## src/bert_pkg.sv

```systemverilog
// Shared constants, register map and carrier types of the bit error rate tester
package bert_pkg;
    localparam int unsigned CLK_HZ = 125000000;
    localparam int unsigned SECOND_NS = 1000000000;
    localparam int unsigned CLK_PERIOD_NS = 8;
    localparam int unsigned SECOND_CYCLES = SECOND_NS / CLK_PERIOD_NS;
    localparam int unsigned PRBS_LEN = 9;
    localparam int unsigned PRBS_TAP = 5;
    localparam int unsigned ERR_MAX = 64000;
    localparam int unsigned SYNC_BITS = 9;
    localparam int unsigned PORT_W = 3;
    localparam logic [PRBS_LEN-1:0] PRBS_SEED = 9'h1ff;

    localparam logic [7:0] CTRL_OFF = 8'h00;
    localparam logic [7:0] STATUS_OFF = 8'h04;
    localparam logic [7:0] TIME_OFF = 8'h08;
    localparam logic [7:0] ERRCNT_OFF = 8'h0c;
    localparam logic [7:0] ERRSEC_OFF = 8'h10;

    localparam int unsigned CTRL_START_BIT = 0;
    localparam int unsigned CTRL_ABORT_BIT = 1;
    localparam int unsigned CTRL_CLEAR_BIT = 2;
    localparam int unsigned CTRL_AGGR_BIT = 3;
    localparam int unsigned CTRL_PORT_LSB = 4;

    localparam int unsigned ST_ACTIVE_BIT = 0;
    localparam int unsigned ST_FINAL_BIT = 1;
    localparam int unsigned ST_MAX_BIT = 2;
    localparam int unsigned ST_SYNC_BIT = 3;
    localparam int unsigned ST_REJECT_BIT = 4;

    typedef enum logic [1:0] {
        ROLE_CONTROL,
        ROLE_TRIBUTARY
    } role_t;

    typedef struct packed {
        logic bridge_mode;
        logic multipoint;
        logic tributary;
        logic nondisruptive;
    } unit_cfg_t;

    typedef struct packed {
        logic psel;
        logic penable;
        logic pwrite;
        logic [7:0] paddr;
        logic [31:0] pwdata;
    } apb_req_t;
endpackage

```

## src/bert_fifo2.sv

```systemverilog
// Two-entry valid/ready buffer for received line bits
module bert_fifo2 #(
    parameter int unsigned WIDTH = 1
) (
    input wire logic pclk,
    input wire logic presetn,
    input wire logic ce,
    input wire logic in_valid,
    output logic in_ready,
    input wire logic [WIDTH-1:0] in_data,
    output logic out_valid,
    input wire logic out_ready,
    output logic [WIDTH-1:0] out_data
);
    typedef struct packed {
        logic [1:0][WIDTH-1:0] mem;
        logic [1:0] cnt;
    } fifo_state_t;
    fifo_state_t s_reg, s_next;
    logic push, pop;

    if (WIDTH < 1) begin : g_bad_width
        $error("WIDTH must be at least 1");
    end

    assign in_ready = (s_reg.cnt != 2'd2);
    assign out_valid = (s_reg.cnt != 2'd0);
    assign out_data = s_reg.mem[0];
    assign push = in_valid && in_ready;
    assign pop = out_valid && out_ready;

    always_comb begin
        s_next = s_reg;
        if (pop) begin
            s_next.mem[0] = s_reg.mem[1];
        end
        if (push) begin
            if (s_reg.cnt == 2'd0 || (s_reg.cnt == 2'd1 && pop)) begin
                s_next.mem[0] = in_data;
            end else begin
                s_next.mem[1] = in_data;
            end
        end
        s_next.cnt = s_reg.cnt + {1'b0, push} - {1'b0, pop};
    end

    always_ff @(posedge pclk or negedge presetn) begin
        if (!presetn) begin
            s_reg <= '0;
        end else if (ce) begin
            s_reg <= s_next;
        end
    end
endmodule

```

## src/bert_prbs.sv

```systemverilog
// Nine-stage pattern register used as generator and as checker reference
module bert_prbs (
    input wire logic pclk,
    input wire logic presetn,
    input wire logic ce,
    input wire logic load,
    input wire logic [bert_pkg::PRBS_LEN-1:0] load_val,
    input wire logic step,
    output logic [bert_pkg::PRBS_LEN-1:0] state,
    output logic bit_out
);
    import bert_pkg::*;
    typedef struct packed {
        logic [PRBS_LEN-1:0] lfsr;
    } prbs_state_t;
    prbs_state_t s_reg, s_next;

    assign state = s_reg.lfsr;
    assign bit_out = s_reg.lfsr[PRBS_LEN-1] ^ s_reg.lfsr[PRBS_TAP-1];

    always_comb begin
        s_next = s_reg;
        if (load) begin
            s_next.lfsr = load_val;
        end else if (step) begin
            s_next.lfsr = {s_reg.lfsr[PRBS_LEN-2:0], bit_out};
        end
    end

    always_ff @(posedge pclk or negedge presetn) begin
        if (!presetn) begin
            s_reg.lfsr <= PRBS_SEED;
        end else if (ce) begin
            s_reg <= s_next;
        end
    end
endmodule

```

## src/bert_core.sv

```systemverilog
// Bit error rate tester: pattern generator, checker, counters and APB registers
//
// Local design decisions: the placing of the registers and the APB interface to the registers.
module bert_core #(
    parameter int unsigned SEC_CYCLES = bert_pkg::SECOND_CYCLES,
    parameter int unsigned NUM_PORTS = 6
) (
    input wire logic pclk,
    input wire logic presetn,
    input wire logic ce,
    input wire logic psel,
    input wire logic penable,
    input wire logic pwrite,
    input wire logic [7:0] paddr,
    input wire logic [31:0] pwdata,
    output logic [31:0] prdata,
    output logic pready,
    output logic pslverr,
    input wire bert_pkg::unit_cfg_t unit_cfg,
    input wire logic line_bit_en,
    input wire logic rx_bit,
    output logic tx_bit,
    output logic tx_valid,
    output logic aggr_sel,
    output logic [bert_pkg::PORT_W-1:0] port_sel,
    output logic secondary_off,
    output logic basic_loop_path,
    output logic test_active
);
    import bert_pkg::*;

    // The port field cannot name more ports, and the divider needs at least two counts
    if (NUM_PORTS < 1 || NUM_PORTS > (1 << PORT_W)) begin : g_bad_ports
        $error("NUM_PORTS out of range");
    end
    if (SEC_CYCLES < 2) begin : g_bad_second
        $error("SEC_CYCLES too small");
    end

    typedef enum logic [1:0] {
        ST_IDLE,
        ST_RUN,
        ST_FINAL
    } test_state_t;

    typedef struct packed {
        test_state_t fsm;
        logic aggr;
        logic [PORT_W-1:0] port;
        logic [31:0] sec_div;
        logic [31:0] elapsed;
        logic [15:0] err_cnt;
        logic [15:0] err_secs;
        logic err_this_sec;
        logic [3:0] sync_cnt;
        logic in_sync;
        logic rejected;
        logic [PRBS_LEN-1:0] rx_shift;
        logic [31:0] prdata;
        logic pready;
        logic pslverr;
        logic tx_bit;
        logic tx_valid;
        logic secondary_off;
        logic active;
        logic [1:0] rx_sync;
        logic [1:0] en_sync;
        logic en_last;
    } core_state_t;
    core_state_t s_reg, s_next;

    logic gen_step, chk_load, chk_step, gen_bit, chk_bit;
    logic [PRBS_LEN-1:0] chk_state;
    logic buf_out_valid, buf_out_ready, buf_bit;
    logic line_tick, access, wr, start_ok, port_ok;
    logic [PRBS_LEN-1:0] shift_now;

    function automatic logic [15:0] sat_inc(input logic [15:0] v, input logic [15:0] lim);
        return (v >= lim) ? lim : v + 16'h0001;
    endfunction

    // Line strobe crosses from the pin domain; only the second stage is read
    assign line_tick = s_reg.en_sync[1] && !s_reg.en_last;
    assign gen_step = line_tick && (s_reg.fsm == ST_RUN);
    assign buf_out_ready = (s_reg.fsm == ST_RUN);
    assign shift_now = {s_reg.rx_shift[PRBS_LEN-2:0], buf_bit};
    // Load the reference from received bits until it tracks, so a remote loop of
    // any delay or a remote generator of any phase is acquired
    assign chk_load = buf_out_valid && buf_out_ready && !s_reg.in_sync;
    assign chk_step = buf_out_valid && buf_out_ready && s_reg.in_sync;
    assign access = psel && penable;
    assign wr = access && pwrite && !s_reg.pready;
    assign start_ok = !unit_cfg.bridge_mode && !(unit_cfg.tributary && unit_cfg.multipoint);
    // One spare bit so that a full set of eight ports still compares correctly
    assign port_ok = {1'b0, pwdata[CTRL_PORT_LSB +: PORT_W]} < (PORT_W + 1)'(NUM_PORTS);

    bert_prbs u_gen (
        .pclk(pclk),
        .presetn(presetn),
        .ce(ce),
        .load(1'b0),
        .load_val(PRBS_SEED),
        .step(gen_step),
        .state(),
        .bit_out(gen_bit)
    );

    bert_prbs u_chk (
        .pclk(pclk),
        .presetn(presetn),
        .ce(ce),
        .load(chk_load),
        .load_val(shift_now),
        .step(chk_step),
        .state(chk_state),
        .bit_out(chk_bit)
    );

    // A stall while idle holds back the first two received bits and drops the later ones
    bert_fifo2 #(.WIDTH(1)) u_buf (
        .pclk(pclk),
        .presetn(presetn),
        .ce(ce),
        .in_valid(line_tick),
        .in_ready(),
        .in_data(s_reg.rx_sync[1]),
        .out_valid(buf_out_valid),
        .out_ready(buf_out_ready),
        .out_data(buf_bit)
    );

    always_comb begin
        s_next = s_reg;
        s_next.rx_sync = {s_reg.rx_sync[0], rx_bit};
        s_next.en_sync = {s_reg.en_sync[0], line_bit_en};
        s_next.en_last = s_reg.en_sync[1];
        s_next.tx_valid = gen_step;
        if (gen_step) begin
            s_next.tx_bit = gen_bit;
        end
        // Compare received bits against the reference
        if (buf_out_valid && buf_out_ready) begin
            s_next.rx_shift = shift_now;
            if (!s_reg.in_sync) begin
                // A window with a stale or repeated bit after a restart predicts wrongly,
                // so lock only after a run of correct predictions
                if (buf_bit != chk_bit || chk_state == '0) begin
                    s_next.sync_cnt = '0;
                end else if (s_reg.sync_cnt == 4'(SYNC_BITS - 1)) begin
                    s_next.in_sync = 1'b1;
                end else begin
                    s_next.sync_cnt = s_reg.sync_cnt + 4'h1;
                end
            end else if (buf_bit != chk_bit) begin
                s_next.err_cnt = sat_inc(s_reg.err_cnt, 16'(ERR_MAX));
                s_next.err_this_sec = 1'b1;
            end
        end
        if (s_reg.fsm == ST_RUN) begin
            if (s_reg.sec_div == SEC_CYCLES - 1) begin
                s_next.sec_div = '0;
                s_next.elapsed = s_reg.elapsed + 32'h1;
                // An error in the closing cycle still belongs to this second
                if (s_next.err_this_sec) begin
                    s_next.err_secs = sat_inc(s_reg.err_secs, 16'hffff);
                end
                s_next.err_this_sec = 1'b0;
            end else begin
                s_next.sec_div = s_reg.sec_div + 32'h1;
            end
        end
        // APB: one wait state, answer on second access cycle
        s_next.pready = access && !s_reg.pready;
        s_next.pslverr = 1'b0;
        if (access && !s_reg.pready) begin
            s_next.prdata = '0;
            unique case (paddr)
                CTRL_OFF: s_next.prdata = 32'({s_reg.port, s_reg.aggr, 3'b000});
                STATUS_OFF: s_next.prdata = 32'({s_reg.rejected, s_reg.in_sync,
                    (s_reg.err_cnt == 16'(ERR_MAX)), (s_reg.fsm == ST_FINAL),
                    (s_reg.fsm == ST_RUN)});
                TIME_OFF: s_next.prdata = s_reg.elapsed;
                ERRCNT_OFF: s_next.prdata = {16'h0000, s_reg.err_cnt};
                ERRSEC_OFF: s_next.prdata = {16'h0000, s_reg.err_secs};
                default: s_next.pslverr = 1'b1;
            endcase
        end
        if (wr && paddr == CTRL_OFF) begin
            if (s_reg.fsm != ST_RUN) begin
                s_next.aggr = pwdata[CTRL_AGGR_BIT];
                s_next.port = pwdata[CTRL_PORT_LSB +: PORT_W];
            end
            if (pwdata[CTRL_CLEAR_BIT]) begin
                s_next.elapsed = '0;
                s_next.err_cnt = '0;
                s_next.err_secs = '0;
                s_next.sec_div = '0;
                s_next.err_this_sec = 1'b0;
                s_next.in_sync = 1'b0;
                s_next.sync_cnt = '0;
            end
            if (pwdata[CTRL_ABORT_BIT] && s_reg.fsm == ST_RUN) begin
                s_next.fsm = ST_FINAL;
            end else if (pwdata[CTRL_START_BIT] && s_reg.fsm != ST_RUN) begin
                if (start_ok && port_ok) begin
                    s_next.fsm = ST_RUN;
                    s_next.rejected = 1'b0;
                    s_next.elapsed = '0;
                    s_next.err_cnt = '0;
                    s_next.err_secs = '0;
                    s_next.sec_div = '0;
                    s_next.err_this_sec = 1'b0;
                    s_next.in_sync = 1'b0;
                    s_next.sync_cnt = '0;
                end else begin
                    s_next.rejected = 1'b1;
                end
            end
        end
        // Secondary channel off while aggregate test runs
        s_next.secondary_off = (s_next.fsm == ST_RUN) && s_next.aggr;
        s_next.active = (s_next.fsm == ST_RUN);
    end

    always_ff @(posedge pclk or negedge presetn) begin
        if (!presetn) begin
            s_reg <= '0;
            s_reg.fsm <= ST_IDLE;
            s_reg.aggr <= 1'b1;
        end else if (ce) begin
            s_reg <= s_next;
        end
    end

    assign prdata = s_reg.prdata;
    assign pready = s_reg.pready;
    assign pslverr = s_reg.pslverr;
    assign tx_bit = s_reg.tx_bit;
    assign tx_valid = s_reg.tx_valid;
    assign aggr_sel = s_reg.aggr;
    assign port_sel = s_reg.port;
    assign secondary_off = s_reg.secondary_off;
    assign basic_loop_path = s_reg.secondary_off;
    assign test_active = s_reg.active;

    a_abort_final: assert property (@(posedge pclk) disable iff (!presetn)
        (ce && wr && paddr == CTRL_OFF && pwdata[CTRL_ABORT_BIT] && s_reg.fsm == ST_RUN)
        |=> (s_reg.fsm == ST_FINAL))
        else $error("abort did not end test");
    a_bridge_refuse: assert property (@(posedge pclk) disable iff (!presetn)
        (unit_cfg.bridge_mode && s_reg.fsm != ST_RUN) |=> (s_reg.fsm != ST_RUN))
        else $error("test started in bridge mode");
    a_trib_multi: assert property (@(posedge pclk) disable iff (!presetn)
        (unit_cfg.tributary && unit_cfg.multipoint && s_reg.fsm != ST_RUN)
        |=> (s_reg.fsm != ST_RUN))
        else $error("tributary started in multipoint");
    a_err_sat: assert property (@(posedge pclk) disable iff (!presetn)
        s_reg.err_cnt <= 16'(ERR_MAX))
        else $error("error count above maximum");
    a_err_hold: assert property (@(posedge pclk) disable iff (!presetn)
        (ce && s_reg.err_cnt == 16'(ERR_MAX) && !(wr && pwdata[CTRL_CLEAR_BIT])
        && !(wr && pwdata[CTRL_START_BIT])) |=> (s_reg.err_cnt == 16'(ERR_MAX)))
        else $error("saturated count moved");
    a_clear_zero: assert property (@(posedge pclk) disable iff (!presetn)
        (ce && wr && paddr == CTRL_OFF && pwdata[CTRL_CLEAR_BIT])
        |=> (s_reg.elapsed == 0 && s_reg.err_cnt == 0 && s_reg.err_secs == 0))
        else $error("clear left results");
    a_tx_run: assert property (@(posedge pclk) disable iff (!presetn)
        s_reg.tx_valid |-> $past(s_reg.fsm == ST_RUN))
        else $error("pattern sent while idle");
    a_sec_aggr: assert property (@(posedge pclk) disable iff (!presetn)
        (s_reg.fsm == ST_RUN && s_reg.aggr) |=> secondary_off || !ce
        || s_reg.fsm != ST_RUN)
        else $error("secondary channel not suspended");
    a_no_restart: assert property (@(posedge pclk) disable iff (!presetn)
        (ce && s_reg.fsm == ST_RUN && wr && pwdata[CTRL_START_BIT] && !pwdata[CTRL_ABORT_BIT]
        && !pwdata[CTRL_CLEAR_BIT]) |=> $stable(s_reg.elapsed) || s_reg.elapsed == 1
        || $past(s_reg.sec_div) == SEC_CYCLES - 1)
        else $error("start accepted while running");
    a_start_control: assert property (@(posedge pclk) disable iff (!presetn)
        (ce && wr && paddr == CTRL_OFF && pwdata[CTRL_START_BIT] && !pwdata[CTRL_ABORT_BIT]
        && s_reg.fsm != ST_RUN && !unit_cfg.bridge_mode && !unit_cfg.tributary
        && pwdata[CTRL_PORT_LSB +: PORT_W] == '0) |=> (s_reg.fsm == ST_RUN))
        else $error("control unit refused a start");
    a_bridge_flag: assert property (@(posedge pclk) disable iff (!presetn)
        (ce && wr && paddr == CTRL_OFF && pwdata[CTRL_START_BIT] && s_reg.fsm != ST_RUN
        && unit_cfg.bridge_mode) |=> s_reg.rejected)
        else $error("bridge start not flagged");
    a_sel_frozen: assert property (@(posedge pclk) disable iff (!presetn)
        (ce && s_reg.fsm == ST_RUN) |=> ($stable(s_reg.aggr) && $stable(s_reg.port)))
        else $error("path changed while running");
    a_elapsed_idle: assert property (@(posedge pclk) disable iff (!presetn)
        (ce && s_reg.fsm != ST_RUN)
        |=> (s_reg.elapsed == $past(s_reg.elapsed) || s_reg.elapsed == 32'h0))
        else $error("timer moved while stopped");
    a_err_step: assert property (@(posedge pclk) disable iff (!presetn)
        s_reg.err_cnt == 16'h0000 || s_reg.err_cnt <= $past(s_reg.err_cnt) + 16'h0001)
        else $error("error count jumped");
    a_secs_edge: assert property (@(posedge pclk) disable iff (!presetn)
        (ce && s_reg.sec_div != SEC_CYCLES - 1)
        |=> (s_reg.err_secs == $past(s_reg.err_secs) || s_reg.err_secs == 16'h0000))
        else $error("errored seconds moved inside a second");
    a_sync_quiet: assert property (@(posedge pclk) disable iff (!presetn)
        (ce && !s_reg.in_sync)
        |=> (s_reg.err_cnt == $past(s_reg.err_cnt) || s_reg.err_cnt == 16'h0000))
        else $error("errors counted before sync");
    a_ready_pulse: assert property (@(posedge pclk) disable iff (!presetn)
        (ce && s_reg.pready) |=> !s_reg.pready)
        else $error("ready stood longer than one cycle");
endmodule

```

## config.mk

```make
export PLATFORM = sky130hd
export DESIGN_NAME = bert_core
export DESIGN_NICKNAME = d
export VERILOG_FILES = /design/src/bert_pkg.sv /design/src/bert_fifo2.sv /design/src/bert_prbs.sv /design/src/bert_core.sv
export SDC_FILE = /design/constraint.sdc
export NUM_CORES = 1
export LEC_CHECK = 0
export ABC_AREA = 1
export ABC_CLOCK_PERIOD_IN_PS = 2420
export BUFFER_PORTS_ARGS = -buffer_cell sky130_fd_sc_hd__buf_2
export CAP_MARGIN = 20
export CORE_MARGIN = 10
export CORE_UTILIZATION = 40
export DETAILED_ROUTE_END_ITERATION = 6
export GPL_TIMING_DRIVEN = 0
export SLEW_MARGIN = 20
export SYNTH_ARGS = -nofsm -noshare
export SYNTH_HDL_FRONTEND = slang
export SYNTH_SLANG_ARGS = --single-unit
```

## constraint.sdc

```tcl
create_clock -name pclk -period 2.42 [get_ports pclk]
set_clock_uncertainty 0.15 [all_clocks]
set_input_delay 0.242 -clock pclk [delete_from_list [all_inputs] [get_ports pclk]]
set_output_delay 0.242 -clock pclk [all_outputs]
set_load 0.1 [all_outputs]
```

==> impl_metrics.env <==
export IMPL_nets=1586
export IMPL_reg2regPathDepth=11
export IMPL_area_delta_synth_final_pct=14.8
export IMPL_synthCells=1426
export IMPL_htreeDepth=4
export IMPL_core_mm2=0.0261
export IMPL_irDropWorstVdd_mv=0.428
export IMPL_total_power_mw=7.22
export IMPL_synth_seq_cells=182
export IMPL_ant_nets=0
export IMPL_finalNonFillerCells=1873
export IMPL_cts_tree="yes"
export IMPL_hold_violations=0
export IMPL_slew_headroom_pct=47.0
export IMPL_drive_gt1_share_pct=16.1
export IMPL_synthFlopType="dfrtp_1"
export IMPL_slowest_stage="dfrtp_1"
export IMPL_drt_initial_drc_count=1047
export IMPL_cts_root_buf="clkbuf_16"
export IMPL_path_max_fanout=4
export IMPL_drc=0
export IMPL_grt_pass1_wl_um=50700
export IMPL_p_leak_nw=6.14
export IMPL_clock_latency_ns=0.44
export IMPL_r2r_start="s_reg[91]"
export IMPL_clock_path_buffers=2
export IMPL_hpwl_um=23600
export IMPL_io_buffers=67
export IMPL_p_per_area_mw_per_mm2=590
export IMPL_worst_setup_path_end_kind="register"
export IMPL_grt_overflow=0
export IMPL_synth_area_mm2=0.0107
export IMPL_antenna_found_initial=0
export IMPL_tightestPinTransition_ns=0.795
export IMPL_die_area_mm2=0.0336
export IMPL_crit_path_end="s_reg[121]"
export IMPL_largest_reg_flops=115
export IMPL_cts_sinks=182
export IMPL_worst_hold_slack_ns=0.0814
export IMPL_io_pins=95
export IMPL_synth_warnings=0
export IMPL_vias=9761
export IMPL_num_antenna_cells=0
export IMPL_path_cells="ha_1, nand2_1, nor2_1, nand2_1, nor2_1, nand4_1, nor2_1, nand4_1, nand2_1, inv_1, nor2_1"
export IMPL_arrival_ns=2.48
export IMPL_status="completed"
export IMPL_rows=59
export IMPL_crit_path_start="s_reg[91]"
export IMPL_ys_types=52
export IMPL_final_cell_area_mm2=0.0122
export IMPL_ys_seq_area_share_pct=42.9
export IMPL_setup_violations_final=0
export IMPL_r2r_setup_slack_ns=0.16
export IMPL_maxCapViolCount=0
export IMPL_syn_nets=1487
export IMPL_firstDrtPassIters=5
export IMPL_max_stage_delay_ns=0.44
export IMPL_via_per_inst=5.21
export IMPL_synth_edf_count=0
export IMPL_grtUsageTotal_pct=18.8
export IMPL_synthArstFlopShare_pct=100
export IMPL_fmax_mhz=443
export IMPL_critical_path_class="register to register"
export IMPL_place_inst=1830
export IMPL_placed_area_mm2=0.0115
export IMPL_avgSynthCellArea_um2=7.48
export IMPL_grt_setup_unrepaired="false"
export IMPL_routed_wl_um=31000
export IMPL_cts_buffers=17
export IMPL_worstSetupStartpointType="register"
export IMPL_clkTransAtPathRegs_ns=0.08
export IMPL_start_util_pct=40.8
export IMPL_path_common_cell="nor2_1"
export IMPL_grt_max_degree=92
export IMPL_place_gp_congestion=0.960
export IMPL_layout_min_cycle_time_ns=2.26
export IMPL_period_share_pct=93.3
export IMPL_hold_class="input pin to asynchronous set/reset pin"
export IMPL_grt_pass1_vias=9387
export IMPL_routedWlPerCell_um=16.5
export IMPL_fp_dieW_um=183
export IMPL_worstPathRequired_ns=2.65
export IMPL_die_y_um=183
export IMPL_final_max_slew_viol_count=0
export IMPL_timing_rr_end="s_reg[121]"
## per-stage QoR
stage                     setup TNS [ns]  setup slack (ns)  util, %
after global routing                   0           0.00929     46.8
after global placement           -374.15             -2.19     43.7
final                                  0             0.163     46.8
after CTS                              0            0.0752     46.6
after floorplan                        0             0.166        -
after detailed placement          -0.669           -0.0879     43.9
## report_power, final
part	leakage, nW	switching, mW	internal (mW)
sequential	2.28	0.147	3.22
clock	0.296	1.36	1.58
combinational	3.56	0.642	0.260
## placed cells by master (no fill, tap or decap), types with 9 or more instances in the layout
master,n
ha_1,9
inv_2,10
nand3_1,86
nor2_1,111
dfrtp_1,163
nand4_1,34
buf_2,72
o21ai_1,21
nand2_2,12
xor2_1,24
dfstp_2,19
nor2_4,9
nor4_1,14
a21oi_1,34
o22ai_1,24
o211ai_1,13
nor2_2,17
buf_4,42
nand2_1,356
clkbuf_16,17
nor3_1,38
inv_1,182
clkbuf_1,24
o21ai_0,127
## cells by family after synthesis
group,share of synthesized area [%]
xor gates and xnor gates,2.05
DFF,42.9
AOI/OAI and AO/OA,12.0
adders and majority gates,1.06
buffers and inverters,10.8
and+or+nand+nor,31.1
## how the worst min path moves through the flow
stage              start              end  depth (start not counted)
2_1_floorplan    presetn  basic_loop_path                          0
5_1_grt          presetn        s_reg[45]                          2
6_report         presetn        s_reg[45]                          2
4_1_cts        pwdata[1]      test_active                          4
3_5_place_dp     presetn        s_reg[45]                          1
3_3_place_gp   s_reg[94]        s_reg[94]                          1
## layout make-up
cell class / count / area [um2]
timing repair buffer: 80 / 503
tap: 335 / 419
fill: 2700 / 13900
clock inverter: 14 / 190
clock buffer: 18 / 429
multi-input combinational: 979 / 4960
buffer: 71 / 429
inverter: 194 / 731
sequential: 182 / 4580
## critical path, delay by kind of cell (launching register included)
family                     cells  cell delay (ns)
and+or+nand+nor                9             1.37
DFF                            1             0.44
adders and majority gates      1             0.20
buffers and inverters          1             0.04
## synthesized netlist by cell type, types with 2 or more instances
cell / instances / area [um2]
nand2_2: 11 / 68.8
nor2_4: 6 / 67.6
o21a_1: 2 / 15.0
nor4_1: 14 / 87.6
nand2_1: 357 / 1340
nor3b_1: 2 / 15.0
nor2_2: 18 / 113
inv_1: 182 / 683
nand3b_1: 3 / 22.5
xor2_1: 24 / 210
o21ai_0: 127 / 636
a211oi_1: 2 / 15.0
nand2_4: 3 / 33.8
o22ai_1: 24 / 150
nand3_2: 5 / 50.1
o21ai_1: 21 / 105
dfstp_2: 19 / 499
ha_1: 9 / 113
nor3_1: 38 / 190
o211ai_1: 13 / 97.6
clkbuf_1: 24 / 90.1
nor3_2: 5 / 50.1
nor2_8: 3 / 60.1
nand4_2: 2 / 25.0
buf_4: 39 / 293
buf_2: 8 / 40.0
a21oi_1: 34 / 170
inv_2: 11 / 41.3
nand4_1: 34 / 213
o31ai_1: 3 / 22.5
nor2_1: 113 / 424
nor3_4: 2 / 32.5
nand3_1: 87 / 435
dfrtp_1: 163 / 4080
## routing by layer
layer	wire length, um	part of all wire [%]	GRT usage [%]
met1	14300	46	25.9
met2	14200	46	29.6
met3	1920	6.2	3.22
met4	593	1.9	5.34
met5	0	0	0
## what timing repair did
item | 4_1_cts | 5_1_grt
pin swaps | 0 | 1
setup endpoints to repair | 10 | 24
gates resized for setup | 1 | 12
setup buffers | 0 | 3
endpoints found under the hold margin | 118 | 0
hold buffers | 8 | 0
Note: power is estimated with default switching activity, not from simulation.
